==> src/rtl/dsmp_pkg.sv <==
package dsmp_pkg;

  // ************************************************************
  // Bus and register map
  // ************************************************************
  localparam int           ADDR_W       = 8;
  localparam int           DATA_W       = 32;
  localparam int           NPORTS       = 2;
  localparam logic [7:0]   OFF_CTRL_A   = 8'h00;
  localparam logic [7:0]   OFF_STAT_A   = 8'h04;
  localparam logic [7:0]   OFF_CTRL_B   = 8'h08;
  localparam logic [7:0]   OFF_STAT_B   = 8'h0C;
  localparam logic [7:0]   OFF_STRAP    = 8'h10;
  localparam logic [7:0]   OFF_INT_STAT = 8'h14;
  localparam logic [7:0]   OFF_INT_MASK = 8'h18;

  // ************************************************************
  // Modem control register fields
  // ************************************************************
  localparam int           CTRL_W       = 6;
  localparam int           CTRL_DTR     = 0;
  localparam int           CTRL_RTS     = 1;
  localparam int           CTRL_OUT1    = 2;
  localparam int           CTRL_OUT2    = 3;
  localparam int           CTRL_LOOP    = 4;
  localparam int           CTRL_IR      = 5;
  localparam logic [5:0]   CTRL_RST     = 6'h00;

  // ************************************************************
  // Modem status register fields, high means the input is active
  // ************************************************************
  localparam int           MS_W         = 4;
  localparam int           MS_CTS       = 0;
  localparam int           MS_DSR       = 1;
  localparam int           MS_RI        = 2;
  localparam int           MS_DCD       = 3;
  localparam logic [3:0]   MS_RST       = 4'h0;
  localparam logic [3:0]   MS_PIN_IDLE  = 4'hF;

  // ************************************************************
  // Straps and interrupts
  // ************************************************************
  localparam int           STRAP_W      = 6;
  localparam logic [5:0]   STRAP_RST    = 6'h00;
  localparam int           STRAP_ONE    = 0;
  localparam int           STRAP_TWO    = 1;
  localparam int           STRAP_THREE  = 2;
  localparam int           STRAP_FOUR   = 3;
  localparam int           STRAP_FIVE   = 4;
  localparam int           STRAP_SIX    = 5;
  localparam int           INT_W        = 8;
  localparam logic [7:0]   INT_RST      = 8'h00;
  localparam logic [7:0]   MASK_RST     = 8'h00;

endpackage

==> src/rtl/dsmp_port.sv <==
module dsmp_port (
  // Clock, reset and enable
  input  wire logic                        clk_i,
  input  wire logic                        rst_i,
  input  wire logic                        ce_i,
  input  wire logic                        strap_phase_i,
  // Control from the register file and the transmit core
  input  wire logic [dsmp_pkg::CTRL_W-1:0] ctrl_i,
  input  wire logic                        tx_data_i,
  // Pins from the modem
  input  wire logic                        rx_pin_i,
  input  wire logic [dsmp_pkg::MS_W-1:0]   status_n_i,
  // Results
  output logic                             rx_data_o,
  output logic [dsmp_pkg::MS_W-1:0]        status_o,
  output logic [dsmp_pkg::MS_W-1:0]        event_o,
  // Pins to the modem
  output logic                             tx_o,
  output logic                             tx_oe_o,
  output logic                             rts_n_o,
  output logic                             rts_oe_o,
  output logic                             dtr_n_o,
  output logic                             dtr_oe_o
);

  logic                      rx_meta;
  logic                      rx_sync;
  logic [dsmp_pkg::MS_W-1:0] st_meta;
  logic [dsmp_pkg::MS_W-1:0] st_sync;
  logic [dsmp_pkg::MS_W-1:0] next_status;
  logic                      loop_on;

  assign loop_on = ctrl_i[dsmp_pkg::CTRL_LOOP];

  // ************************************************************
  // Input synchronisers
  // ************************************************************
  always_ff @(posedge clk_i) begin
    if (rst_i) begin
      rx_meta <= 1'b1;
      rx_sync <= 1'b1;
      st_meta <= dsmp_pkg::MS_PIN_IDLE;
      st_sync <= dsmp_pkg::MS_PIN_IDLE;
    end else if (ce_i) begin
      rx_meta <= rx_pin_i;
      rx_sync <= rx_meta;
      st_meta <= status_n_i;
      st_sync <= st_meta;
    end
  end

  // In loop mode the status bits follow the control outputs, so software
  // can exercise the status path without a modem attached.
  always_comb begin
    if (loop_on) begin
      next_status[dsmp_pkg::MS_CTS] = ctrl_i[dsmp_pkg::CTRL_RTS];
      next_status[dsmp_pkg::MS_DSR] = ctrl_i[dsmp_pkg::CTRL_DTR];
      next_status[dsmp_pkg::MS_RI]  = ctrl_i[dsmp_pkg::CTRL_OUT1];
      next_status[dsmp_pkg::MS_DCD] = ctrl_i[dsmp_pkg::CTRL_OUT2];
    end else begin
      next_status = ~st_sync;
    end
  end

  // ************************************************************
  // Status, change events and receive data
  // ************************************************************
  always_ff @(posedge clk_i) begin
    if (rst_i) begin
      status_o  <= dsmp_pkg::MS_RST;
      event_o   <= dsmp_pkg::MS_RST;
      rx_data_o <= 1'b1;
    end else if (ce_i) begin
      status_o  <= next_status;
      event_o   <= next_status ^ status_o;
      // Ring reports only its trailing edge, when the ring ends.
      event_o[dsmp_pkg::MS_RI] <= status_o[dsmp_pkg::MS_RI] & ~next_status[dsmp_pkg::MS_RI];
      rx_data_o <= loop_on ? tx_data_i : rx_sync;
    end
  end

  // ************************************************************
  // Output pins
  // ************************************************************
  always_ff @(posedge clk_i) begin
    if (rst_i) begin
      tx_o     <= 1'b1;
      rts_n_o  <= 1'b1;
      dtr_n_o  <= 1'b1;
      tx_oe_o  <= 1'b0;
      rts_oe_o <= 1'b0;
      dtr_oe_o <= 1'b0;
    end else if (ce_i) begin
      tx_o     <= ctrl_i[dsmp_pkg::CTRL_IR] | tx_data_i;
      rts_n_o  <= ~(ctrl_i[dsmp_pkg::CTRL_RTS] & ~loop_on);
      dtr_n_o  <= ~(ctrl_i[dsmp_pkg::CTRL_DTR] & ~loop_on);
      tx_oe_o  <= ~strap_phase_i;
      rts_oe_o <= ~strap_phase_i;
      dtr_oe_o <= ~strap_phase_i;
    end
  end

endmodule

==> src/rtl/dsmp_top.sv <==
// Contract
// - Each port receives serial bits from the link on its receive pin; in loop mode the code takes them from the port's transmit data instead.
// - After master reset each transmit pin idles at logic one.
// - In infrared mode the wired transmit pin stays at logic one.
// - Request-to-send is active low, asserted by writing one to its control bit.
// - Terminal-ready is active low, asserted by writing one to its control bit.
// - Request-to-send is inactive high after reset and during loop mode.
// - Terminal-ready is inactive high after reset and during loop mode.
// - Software reads the four modem status inputs in the status register.
// - During LPC reset the six shared output pins act as strap inputs.
//
// Local design decisions: the register addresses and the APB register port.
module dsmp_top (
  // Clock, reset and enable
  input  wire logic                        clk_i,
  input  wire logic                        rst_i,
  input  wire logic                        ce_i,
  input  wire logic                        lreset_n_i,
  // APB slave
  input  wire logic                        psel_i,
  input  wire logic                        penable_i,
  input  wire logic                        pwrite_i,
  input  wire logic [dsmp_pkg::ADDR_W-1:0] paddr_i,
  input  wire logic [dsmp_pkg::DATA_W-1:0] pwdata_i,
  output logic                             pready_o,
  output logic [dsmp_pkg::DATA_W-1:0]      prdata_o,
  output logic                             pslverr_o,
  // Interrupt
  output logic                             irq_o,
  // Serial core side
  input  wire logic                        tx_data_a_i,
  input  wire logic                        tx_data_b_i,
  output logic                             rx_data_a_o,
  output logic                             rx_data_b_o,
  // Port A pins
  input  wire logic                        serial_rx_port_a_i,
  input  wire logic                        serial_tx_port_a_i,
  output logic                             serial_tx_port_a_o,
  output logic                             serial_tx_port_a_oe_o,
  input  wire logic                        request_send_n_port_a_i,
  output logic                             request_send_n_port_a_o,
  output logic                             request_send_n_port_a_oe_o,
  input  wire logic                        terminal_ready_n_port_a_i,
  output logic                             terminal_ready_n_port_a_o,
  output logic                             terminal_ready_n_port_a_oe_o,
  input  wire logic                        set_ready_n_port_a_i,
  input  wire logic                        clear_send_n_port_a_i,
  input  wire logic                        ring_ind_n_port_a_i,
  input  wire logic                        carrier_det_n_port_a_i,
  // Port B pins
  input  wire logic                        serial_rx_port_b_i,
  input  wire logic                        serial_tx_port_b_i,
  output logic                             serial_tx_port_b_o,
  output logic                             serial_tx_port_b_oe_o,
  input  wire logic                        request_send_n_port_b_i,
  output logic                             request_send_n_port_b_o,
  output logic                             request_send_n_port_b_oe_o,
  input  wire logic                        terminal_ready_n_port_b_i,
  output logic                             terminal_ready_n_port_b_o,
  output logic                             terminal_ready_n_port_b_oe_o,
  input  wire logic                        set_ready_n_port_b_i,
  input  wire logic                        clear_send_n_port_b_i,
  input  wire logic                        ring_ind_n_port_b_i,
  input  wire logic                        carrier_det_n_port_b_i
);

  localparam int NP = dsmp_pkg::NPORTS;

  logic                                mreset;
  logic                                strap_phase;
  logic                                access;
  logic                                done;
  logic                                wr_done;
  logic [dsmp_pkg::CTRL_W-1:0]         ctrl        [NP];
  logic [dsmp_pkg::MS_W-1:0]           status      [NP];
  logic [dsmp_pkg::MS_W-1:0]           event_p     [NP];
  logic [dsmp_pkg::MS_W-1:0]           status_n_in [NP];
  logic [NP-1:0]                       tx_data_in;
  logic [NP-1:0]                       rx_pin_in;
  logic [NP-1:0]                       rx_data;
  logic [NP-1:0]                       tx_pin;
  logic [NP-1:0]                       tx_oe;
  logic [NP-1:0]                       rts_pin;
  logic [NP-1:0]                       rts_oe;
  logic [NP-1:0]                       dtr_pin;
  logic [NP-1:0]                       dtr_oe;
  logic [dsmp_pkg::STRAP_W-1:0]        strap;
  logic [dsmp_pkg::STRAP_W-1:0]        strap_pins;
  logic [dsmp_pkg::INT_W-1:0]          int_stat;
  logic [dsmp_pkg::INT_W-1:0]          int_mask;
  logic [dsmp_pkg::INT_W-1:0]          int_set;
  logic [dsmp_pkg::INT_W-1:0]          int_clr;
  logic [dsmp_pkg::INT_W-1:0]          next_int_stat;

  // ************************************************************
  // Decode helpers
  // ************************************************************
  function automatic logic reg_hit(input logic [dsmp_pkg::ADDR_W-1:0] a);
    case (a)
      dsmp_pkg::OFF_CTRL_A,
      dsmp_pkg::OFF_STAT_A,
      dsmp_pkg::OFF_CTRL_B,
      dsmp_pkg::OFF_STAT_B,
      dsmp_pkg::OFF_STRAP,
      dsmp_pkg::OFF_INT_STAT,
      dsmp_pkg::OFF_INT_MASK: reg_hit = 1'b1;
      default:                reg_hit = 1'b0;
    endcase
  endfunction

  function automatic logic [dsmp_pkg::ADDR_W-1:0] ctrl_addr(input int p);
    ctrl_addr = (p == 0) ? dsmp_pkg::OFF_CTRL_A : dsmp_pkg::OFF_CTRL_B;
  endfunction

  // LPC reset doubles as a master reset for the ports and the control and interrupt registers.
  assign mreset      = rst_i | ~lreset_n_i;
  assign strap_phase = ~lreset_n_i;
  assign access      = psel_i & penable_i;
  assign done        = access & pready_o;
  assign wr_done     = done & pwrite_i & reg_hit(paddr_i);

  // ************************************************************
  // Pin gathering
  // ************************************************************
  assign tx_data_in = {tx_data_b_i, tx_data_a_i};
  assign rx_pin_in  = {serial_rx_port_b_i, serial_rx_port_a_i};

  assign status_n_in[0] = {carrier_det_n_port_a_i, ring_ind_n_port_a_i,
                           set_ready_n_port_a_i, clear_send_n_port_a_i};
  assign status_n_in[1] = {carrier_det_n_port_b_i, ring_ind_n_port_b_i,
                           set_ready_n_port_b_i, clear_send_n_port_b_i};

  assign strap_pins[dsmp_pkg::STRAP_ONE]   = terminal_ready_n_port_a_i;
  assign strap_pins[dsmp_pkg::STRAP_TWO]   = request_send_n_port_a_i;
  assign strap_pins[dsmp_pkg::STRAP_THREE] = serial_tx_port_a_i;
  assign strap_pins[dsmp_pkg::STRAP_FOUR]  = terminal_ready_n_port_b_i;
  assign strap_pins[dsmp_pkg::STRAP_FIVE]  = request_send_n_port_b_i;
  assign strap_pins[dsmp_pkg::STRAP_SIX]   = serial_tx_port_b_i;

  // ************************************************************
  // Strap capture
  // ************************************************************
  // Sampling every cycle while the LPC reset is held means the value kept
  // is the one present on the last cycle before release.
  always_ff @(posedge clk_i) begin
    if (rst_i) begin
      strap <= dsmp_pkg::STRAP_RST;
    end else if (ce_i && strap_phase) begin
      strap <= strap_pins;
    end
  end

  // ************************************************************
  // Port instances and control registers
  // ************************************************************
  generate
    for (genvar p = 0; p < NP; p++) begin : g_port
      always_ff @(posedge clk_i) begin
        if (mreset) begin
          ctrl[p] <= dsmp_pkg::CTRL_RST;
        end else if (ce_i && wr_done && paddr_i == ctrl_addr(p)) begin
          ctrl[p] <= pwdata_i[dsmp_pkg::CTRL_W-1:0];
        end
      end

      dsmp_port u_port (
        .clk_i         (clk_i),
        .rst_i         (mreset),
        .ce_i          (ce_i),
        .strap_phase_i (strap_phase),
        .ctrl_i        (ctrl[p]),
        .tx_data_i     (tx_data_in[p]),
        .rx_pin_i      (rx_pin_in[p]),
        .status_n_i    (status_n_in[p]),
        .rx_data_o     (rx_data[p]),
        .status_o      (status[p]),
        .event_o       (event_p[p]),
        .tx_o          (tx_pin[p]),
        .tx_oe_o       (tx_oe[p]),
        .rts_n_o       (rts_pin[p]),
        .rts_oe_o      (rts_oe[p]),
        .dtr_n_o       (dtr_pin[p]),
        .dtr_oe_o      (dtr_oe[p])
      );
    end
  endgenerate

  assign rx_data_a_o                  = rx_data[0];
  assign rx_data_b_o                  = rx_data[1];
  assign serial_tx_port_a_o           = tx_pin[0];
  assign serial_tx_port_a_oe_o        = tx_oe[0];
  assign serial_tx_port_b_o           = tx_pin[1];
  assign serial_tx_port_b_oe_o        = tx_oe[1];
  assign request_send_n_port_a_o      = rts_pin[0];
  assign request_send_n_port_a_oe_o   = rts_oe[0];
  assign request_send_n_port_b_o      = rts_pin[1];
  assign request_send_n_port_b_oe_o   = rts_oe[1];
  assign terminal_ready_n_port_a_o    = dtr_pin[0];
  assign terminal_ready_n_port_a_oe_o = dtr_oe[0];
  assign terminal_ready_n_port_b_o    = dtr_pin[1];
  assign terminal_ready_n_port_b_oe_o = dtr_oe[1];

  // ************************************************************
  // Interrupt status and mask
  // ************************************************************
  assign int_set = {event_p[1], event_p[0]};
  assign int_clr = (wr_done && paddr_i == dsmp_pkg::OFF_INT_STAT)
                 ? pwdata_i[dsmp_pkg::INT_W-1:0] : dsmp_pkg::INT_RST;
  // A change landing in the clearing cycle is kept: set beats clear.
  assign next_int_stat = (int_stat & ~int_clr) | int_set;

  always_ff @(posedge clk_i) begin
    if (mreset) begin
      int_stat <= dsmp_pkg::INT_RST;
      irq_o    <= 1'b0;
    end else if (ce_i) begin
      int_stat <= next_int_stat;
      irq_o    <= |(next_int_stat & int_mask);
    end
  end

  always_ff @(posedge clk_i) begin
    if (mreset) begin
      int_mask <= dsmp_pkg::MASK_RST;
    end else if (ce_i && wr_done && paddr_i == dsmp_pkg::OFF_INT_MASK) begin
      int_mask <= pwdata_i[dsmp_pkg::INT_W-1:0];
    end
  end

  // ************************************************************
  // APB handshake and read data
  // ************************************************************
  // One wait state: read data is loaded in the first access cycle so it
  // comes straight from a flop when pready rises.
  always_ff @(posedge clk_i) begin
    if (rst_i) begin
      pready_o  <= 1'b0;
      pslverr_o <= 1'b0;
    end else if (ce_i) begin
      pready_o  <= access & ~pready_o;
      pslverr_o <= access & ~pready_o & ~reg_hit(paddr_i);
    end
  end

  always_ff @(posedge clk_i) begin
    if (rst_i) begin
      prdata_o <= '0;
    end else if (ce_i) begin
      prdata_o <= '0;
      if (access && !pready_o && !pwrite_i) begin
        case (paddr_i)
          dsmp_pkg::OFF_CTRL_A:   prdata_o[dsmp_pkg::CTRL_W-1:0]  <= ctrl[0];
          dsmp_pkg::OFF_STAT_A:   prdata_o[dsmp_pkg::MS_W-1:0]    <= status[0];
          dsmp_pkg::OFF_CTRL_B:   prdata_o[dsmp_pkg::CTRL_W-1:0]  <= ctrl[1];
          dsmp_pkg::OFF_STAT_B:   prdata_o[dsmp_pkg::MS_W-1:0]    <= status[1];
          dsmp_pkg::OFF_STRAP:    prdata_o[dsmp_pkg::STRAP_W-1:0] <= strap;
          dsmp_pkg::OFF_INT_STAT: prdata_o[dsmp_pkg::INT_W-1:0]   <= int_stat;
          dsmp_pkg::OFF_INT_MASK: prdata_o[dsmp_pkg::INT_W-1:0]   <= int_mask;
          default:                prdata_o <= '0;
        endcase
      end
    end
  end

endmodule

==> config.mk <==
export PLATFORM = sky130hd
export DESIGN_NAME = dsmp_top
export DESIGN_NICKNAME = d
export VERILOG_FILES = /design/src/rtl/dsmp_pkg.sv /design/src/rtl/dsmp_port.sv /design/src/rtl/dsmp_top.sv
export SDC_FILE = /design/constraint.sdc
export NUM_CORES = 1
export LEC_CHECK = 0
export BUFFER_PORTS_ARGS = -buffer_cell sky130_fd_sc_hd__buf_2
export CAP_MARGIN = 10
export CORE_MARGIN = 3
export CORE_UTILIZATION = 30
export DETAILED_ROUTE_END_ITERATION = 16
export PLACE_DENSITY = 0.55
export SKIP_CTS_REPAIR_TIMING = 1
export SYNTH_ARGS = -nofsm -noshare
export SYNTH_HDL_FRONTEND = slang
export SYNTH_HIERARCHICAL = 1
export SYNTH_SLANG_ARGS = --single-unit
==> constraint.sdc <==
create_clock -name clk_i -period 1.8 [get_ports clk_i]
set_input_delay 0.09 -clock clk_i [delete_from_list [all_inputs] [get_ports clk_i]]
set_output_delay 0.09 -clock clk_i [all_outputs]
set_load 0.1 [all_outputs]
==> results.cfg, run 1 <==
[die]
core_area_um2 = 14600
io_pins = 114
chipHeight_um = 128
die_area_um2 = 16500
row_count = 44
initial_core_util_pct = 30.7
fp.dieW_um = 128

[layout]
drive_above_1_share_pct = 24.1
ff_latch_area_um2 = 1950
fill_cells = 1495
areaGrowthSynthToFinish_pct = 21.8
multi_input_area_um2 = 2220
nets = 621
final_core_util_pct = 37.5
antenna-diode-count = 0

[timing]
fmax_mhz = 601
hold_viol = 3
holdWs_ps = -11.3
worst_pin_slew_ps = 628
setup_viol = 0
clock_skew_ps = 13.2
min_period_ps = 1660
fin_tns_setup_ps = 0
rsz0062_at_grt = no
min_period_over_period_pct = 92.4
relSlewSlack_pct = 58.1
drv_slew = 0

[pwr]
share_seq_of_total_power_pct = 43.9
comb_power_share_pct = 13.8
peakVddDrop_mv = 0.455
powerDensity_nw_per_um2 = 897
swShare_pct = 27.8
p_int_uw = 3540
clkPwrFrac_pct = 42.3
netSwitchingPower_uw = 1360
power.leakage_uw = 0.00213

[clock_network]
cts.sinks = 91
worst_skew_pair.late_latency_ps = 350
cts_root_buffer = clkbuf_16
tritoncts = yes
h-tree-depth = 3
cts_buffers = 9
cts_buffer_depth = 2
clk_pin_slew_ps = 60

[logic_synthesis]
ys.flop_type = dfxtp_1
ys_warn_count = 6
syn_area_per_cell_um2 = 9.54
synth_most_common_cell = dfxtp_1
synth-edff-count = 12
syn_inst = 470
synth_seq_area_share_pct = 43.3
synth_area_um2 = 4490
ys_seq_elements = 91
ys_types = 58
synthArstFlopShare_pct = 0
synthTopCellsByArea = dfxtp_1 35%, edfxtp_1 8.0%, buf_4 5.7%, mux2i_1 5.4%, nor2_1 4.9%
synth_top_area_cell = dfxtp_1
synth_common_cells = 79 x dfxtp_1, 59 x nor2_1, 34 x buf_4
synth_top_cell_area_share_pct = 35.3

[route]
num_vias = 3673
routed_wl_um = 11400
drcViolationCount = 0
drt_iter0_drc = 174
first_pass_iters = 5
detail-route-antenna-nets = 0
vias_per_cell = 4.93
avgRoutedWirePerCell_um = 15.3

[grt]
grt_max_degree = 64
grt_pass1_vias = 3408
gr-total-overflow = 0
antenna_found_initial = 0
grt_usage_pct = 14.1
grt_pass1_wl_um = 18000

[setup_path]
cp-start-kind = flip-flop
critPathArrivalTime_ps = 1700
worst-path-stages = 5
startpoint = pready_o
path_max_fanout = 6
reg2reg_slack_ps = 140
cp_top_family = simple AND/OR/NAND/NOR gates
path_buf_inv = 0
rr_startpoint = pready_o
cp_cell_sequence = nand4_1 -> and2b_2 -> nand3_4 -> nor2_1 -> a21o_1
cp.required_ps = 1830
slowest_stage = dfxtp_4
endpoint = ctrl[0][3]
timing.rr.end = ctrl[0][3]
crit_type = reg -> reg
worst_r2r_path_depth = 5
endpoint_kind = flip-flop
worst_path_largest_cell_delay_ps = 350

[placement]
gp_congestion = 0.846
dp_hpwl_um = 8490
io_buffer_count = 65

[flow_run]
maxCapViolCount = 0

[status]
violations = negative hold slack
status = finished with violations

[min_path]
holdPathStages = 3
min_path_type = in -> reg
==> power groups by stage <==
stage	Clock, µW	Sequential [µW]	Combinational [µW]
after floorplan	0	2230	517
after global placement	0	2200	651
after detailed placement	0	2200	660
after CTS	2140	2150	662
after global routing	2220	2160	722
final	2070	2150	676
==> final cells by class <==
class                      instances  share of cell area, %
multi-input combinational        341                   40.7
sequential                        91                   35.6
timing repair buffer             108                   13.1
clock buffer                      12                   5.11
tap                              184                   4.21
clock inverter                     4                  0.985
inverter                           5                  0.343
==> worst reg2reg max path: cells and delay by family, from the launching register on <==
family | cells | cell delay, ps
compound gates | 1 | 270
flops | 1 | 350
simple gates | 4 | 730
==> layer usage <==
layer / track usage, % / part of all wire [%] / up-vias / wire (µm)
met5: 0 / 0 / - / 0
met4: 5.43 / 2.2 / 0 / 247
met3: 4.63 / 8.9 / 18 / 1010
met2: 20.7 / 43 / 118 / 4920
met1: 19.2 / 46 / 1720 / 5200
li1: - / - / 1817 / -
==> cell usage in the layout, fill, tap and decap left out, drive strengths merged, types with 3 or more instances in the layout <==
| cell type | netlist | final |
|---|---|---|
| a31oi | 4 | 4 |
| nor4 | 4 | 4 |
| inv | 5 | 6 |
| dlygate4sd3 | 0 | 10 |
| conb | 1 | 24 |
| and2 | 13 | 13 |
| o21ai | 14 | 14 |
| nand3 | 5 | 5 |
| o221ai | 6 | 6 |
| buf | 48 | 98 |
| nor3 | 6 | 6 |
| or2 | 6 | 6 |
| nor2b | 24 | 24 |
| nand2 | 28 | 28 |
| clkbuf | 8 | 12 |
| a2111o | 6 | 6 |
| nand2b | 12 | 12 |
| a2bb2oi | 5 | 5 |
| o2bb2ai | 3 | 3 |
| a22o | 4 | 4 |
| or3b | 6 | 6 |
| a211o | 20 | 20 |
| mux2i | 24 | 24 |
| nor2 | 60 | 60 |
| a21oi | 16 | 16 |
| dfxtp | 79 | 79 |
| a22oi | 11 | 11 |
| nand3b | 3 | 3 |
| a222oi | 3 | 3 |
| edfxtp | 12 | 12 |
| a211oi | 10 | 10 |
==> kinds of logic (layout without fill, tap and decap cells) <==
group,count (synthesis),count (layout),synth area share (%)
multiplexers,24,24,5.36
AND/OR/NAND/NOR,181,181,23.1
flip-flops,91,91,43.3
buffers and inverters,61,129,9.43
AO/OA/AOI/OAI,112,112,18.8
other,1,24,0.0836
==> stage by stage <==
stage          cells  hold slack [ps]  cell area (µm²)  setup WS (ps)  power [µW]
6_report         745            -11.3             5460            136        4900
3_5_place_dp     719              303             5030          0.179        2860
4_1_cts          735            -72.4             5360            120        4950
2_1_floorplan    493              208             4590          -83.4        2750
3_3_place_gp     719              297             5030          -10.8        2850
5_1_grt          745             11.6             5460           19.1        5100
==> flip-flops by register name (all words and copies together), names as in the netlist, 6 cells and up <==
name                    flops
ctrl                       12
g_port.u_port/event_o       8
g_port.u_port/st_meta       8
g_port.u_port/st_sync       8
g_port.u_port/status_o      8
int_mask                    8
int_stat                    8
prdata_o                    8
strap                       6
==> how the worst min path moves through the flow <==
stage	end	slack (ps)	start
finish	strap[0]	-10	terminal_ready_n_port_a_i
floorplan	g_port[0].u_port/st_meta[2]	210	ring_ind_n_port_a_i
CTS	g_port[1].u_port/st_meta[3]	-70	carrier_det_n_port_b_i
detailed placement	g_port[1].u_port/st_meta[0]	300	clear_send_n_port_b_i
global route	strap[3]	10	terminal_ready_n_port_b_i
global placement	g_port[1].u_port/rx_meta	300	serial_rx_port_b_i
(Power assumes the default switching activity.)
==> run 2, diff against run 1 <==
CORE_ASPECT_RATIO = 2   (was not set)
clock period = 1.52 ns   (was 1.8 ns; I/O delays follow)
==> results.cfg, run 2 (same netlist as run 1, synthesis figures left out) <==
[route]
vias_per_cell = 4.96
detail-route-antenna-nets = 0
num_vias = 3786
avgRoutedWirePerCell_um = 17.2
drt_iter0_drc = 158
first_pass_iters = 6
routed_wl_um = 13100
drcViolationCount = 0

[layout]
layout_common_cells = 78 x dfxtp_1, 64 x buf_2, 57 x nor2_1
layout_commonest_cell = dfxtp_1
drive_above_1_share_pct = 27.3
antenna-diode-count = 0
final_core_util_pct = 38.8
largest-register = ctrl
areaGrowthSynthToFinish_pct = 25.4
nets = 632
largest_reg_flops = 12
finalInstanceArea_um2 = 5620

[grt]
grt_pass1_vias = 3620
grt_usage_pct = 15.9
grt_pass1_wl_um = 19600
antenna_found_initial = 0
grt_max_degree = 83
gr-total-overflow = 0

[flow_run]
maxCapViolCount = 0

[timing]
setup_viol = 7
finalWorstSetupSlack_ps = -10.1
fin_tns_setup_ps = -39.6
rsz0062_at_grt = yes
fmax_mhz = 654
drv_slew = 0
clock_skew_ps = 9.61
holdWs_ps = -23.9
worst_pin_slew_ps = 524
hold_viol = 5
min_period_ps = 1530
min_period_over_period_pct = 101
relSlewSlack_pct = 65.1

[clock_network]
cts_buffer_depth = 2
cts_buffers = 9
cts.sinks = 91
clk_pin_slew_ps = 60
tritoncts = yes
cts_root_buffer = clkbuf_16
h-tree-depth = 3
worst_skew_pair.late_latency_ps = 350

[setup_path]
cp_cell_sequence = nand4_1 -> and2b_2 -> nand3_4 -> nor2_2 -> a21o_1 -> buf_12
cp-start-kind = flip-flop
critPathArrivalTime_ps = 1600
slowest_stage = dfxtp_4
path_buf_inv = 1
startpoint = pready_o
rr_startpoint = pready_o
endpoint_kind = flip-flop
path_max_fanout = 6
cp_top_family = simple AND/OR/NAND/NOR gates
cp.required_ps = 1590
worst_path_largest_cell_delay_ps = 340
crit_type = reg -> reg

[pwr]
peakVddDrop_mv = 0.687
powerDensity_nw_per_um2 = 1010
power.leakage_uw = 0.00220

[status]
status = finished with violations
violations = negative hold slack, negative setup slack

[die]
chipHeight_um = 179
initial_core_util_pct = 30.9
core_area_um2 = 14500
io_pins = 114
die_area_um2 = 16500
row_count = 62
fp.dieW_um = 92.5

[placement]
gp_congestion = 0.993
placed_area_um2 = 5170
dp_hpwl_um = 10100
io_buffer_count = 65

[min_path]
worstHoldStart = request_send_n_port_b_i
min_path_type = in -> reg
==> run 2: stage by stage <==
step	worst slack [ps]	instances	total power, µW
final	-10.1	764	5700
after global routing	-99.4	764	5920
after CTS	-83.3	754	5730
after detailed placement	-282	738	3430
after global placement	-260	738	3420
after floorplan	-358	493	3260
==> run 2: final timing paths <==
path	slack, ps	endpoint	cells past startpoint
worst min register to register	460	g_port[1].u_port/rx_sync	1
worst min-delay path	-20	strap[4]	3
worst max register to register	-10	ctrl[0][2]	6
worst max-delay path	-10	ctrl[0][2]	6
==> run 2: routing by layer <==
| metal | track usage [%] | vias up | share of wire [%] |
|---|---|---|---|
| li1 | - | 1837 | - |
| met1 | 15.3 | 1790 | 35 |
| met2 | 29.6 | 116 | 55 |
| met3 | 2.77 | 43 | 3.4 |
| met4 | 11.9 | 0 | 7.0 |
| met5 | 0 | - | 0 |
==> run 2: power by group <==
part	switching, µW	leakage, µW	internal (µW)	total (µW)
clock	978	0.000142	1330	2310
sequential	58.5	0.000777	2490	2550
combinational	609	0.00128	235	844
total	1650	0.00220	4060	5700
==> run 2: cell type report <==
cell class | instances | area [µm²]
Sequential cell | 91 | 1950
Inverter | 5 | 18.8
Multi-Input combinational cell | 341 | 2280
Tap cell | 192 | 240
Fill cell | 1479 | 8880
Clock inverter | 5 | 62.6
Clock buffer | 11 | 243
Timing Repair Buffer | 119 | 837
==> run 2: worst register-to-register path, stage by stage (launching register included) <==
cell	delay (ps)
dfxtp_4	340
nand4_1	110
and2b_2	280
nand3_4	120
nor2_2	110
a21o_1	170
buf_12	130
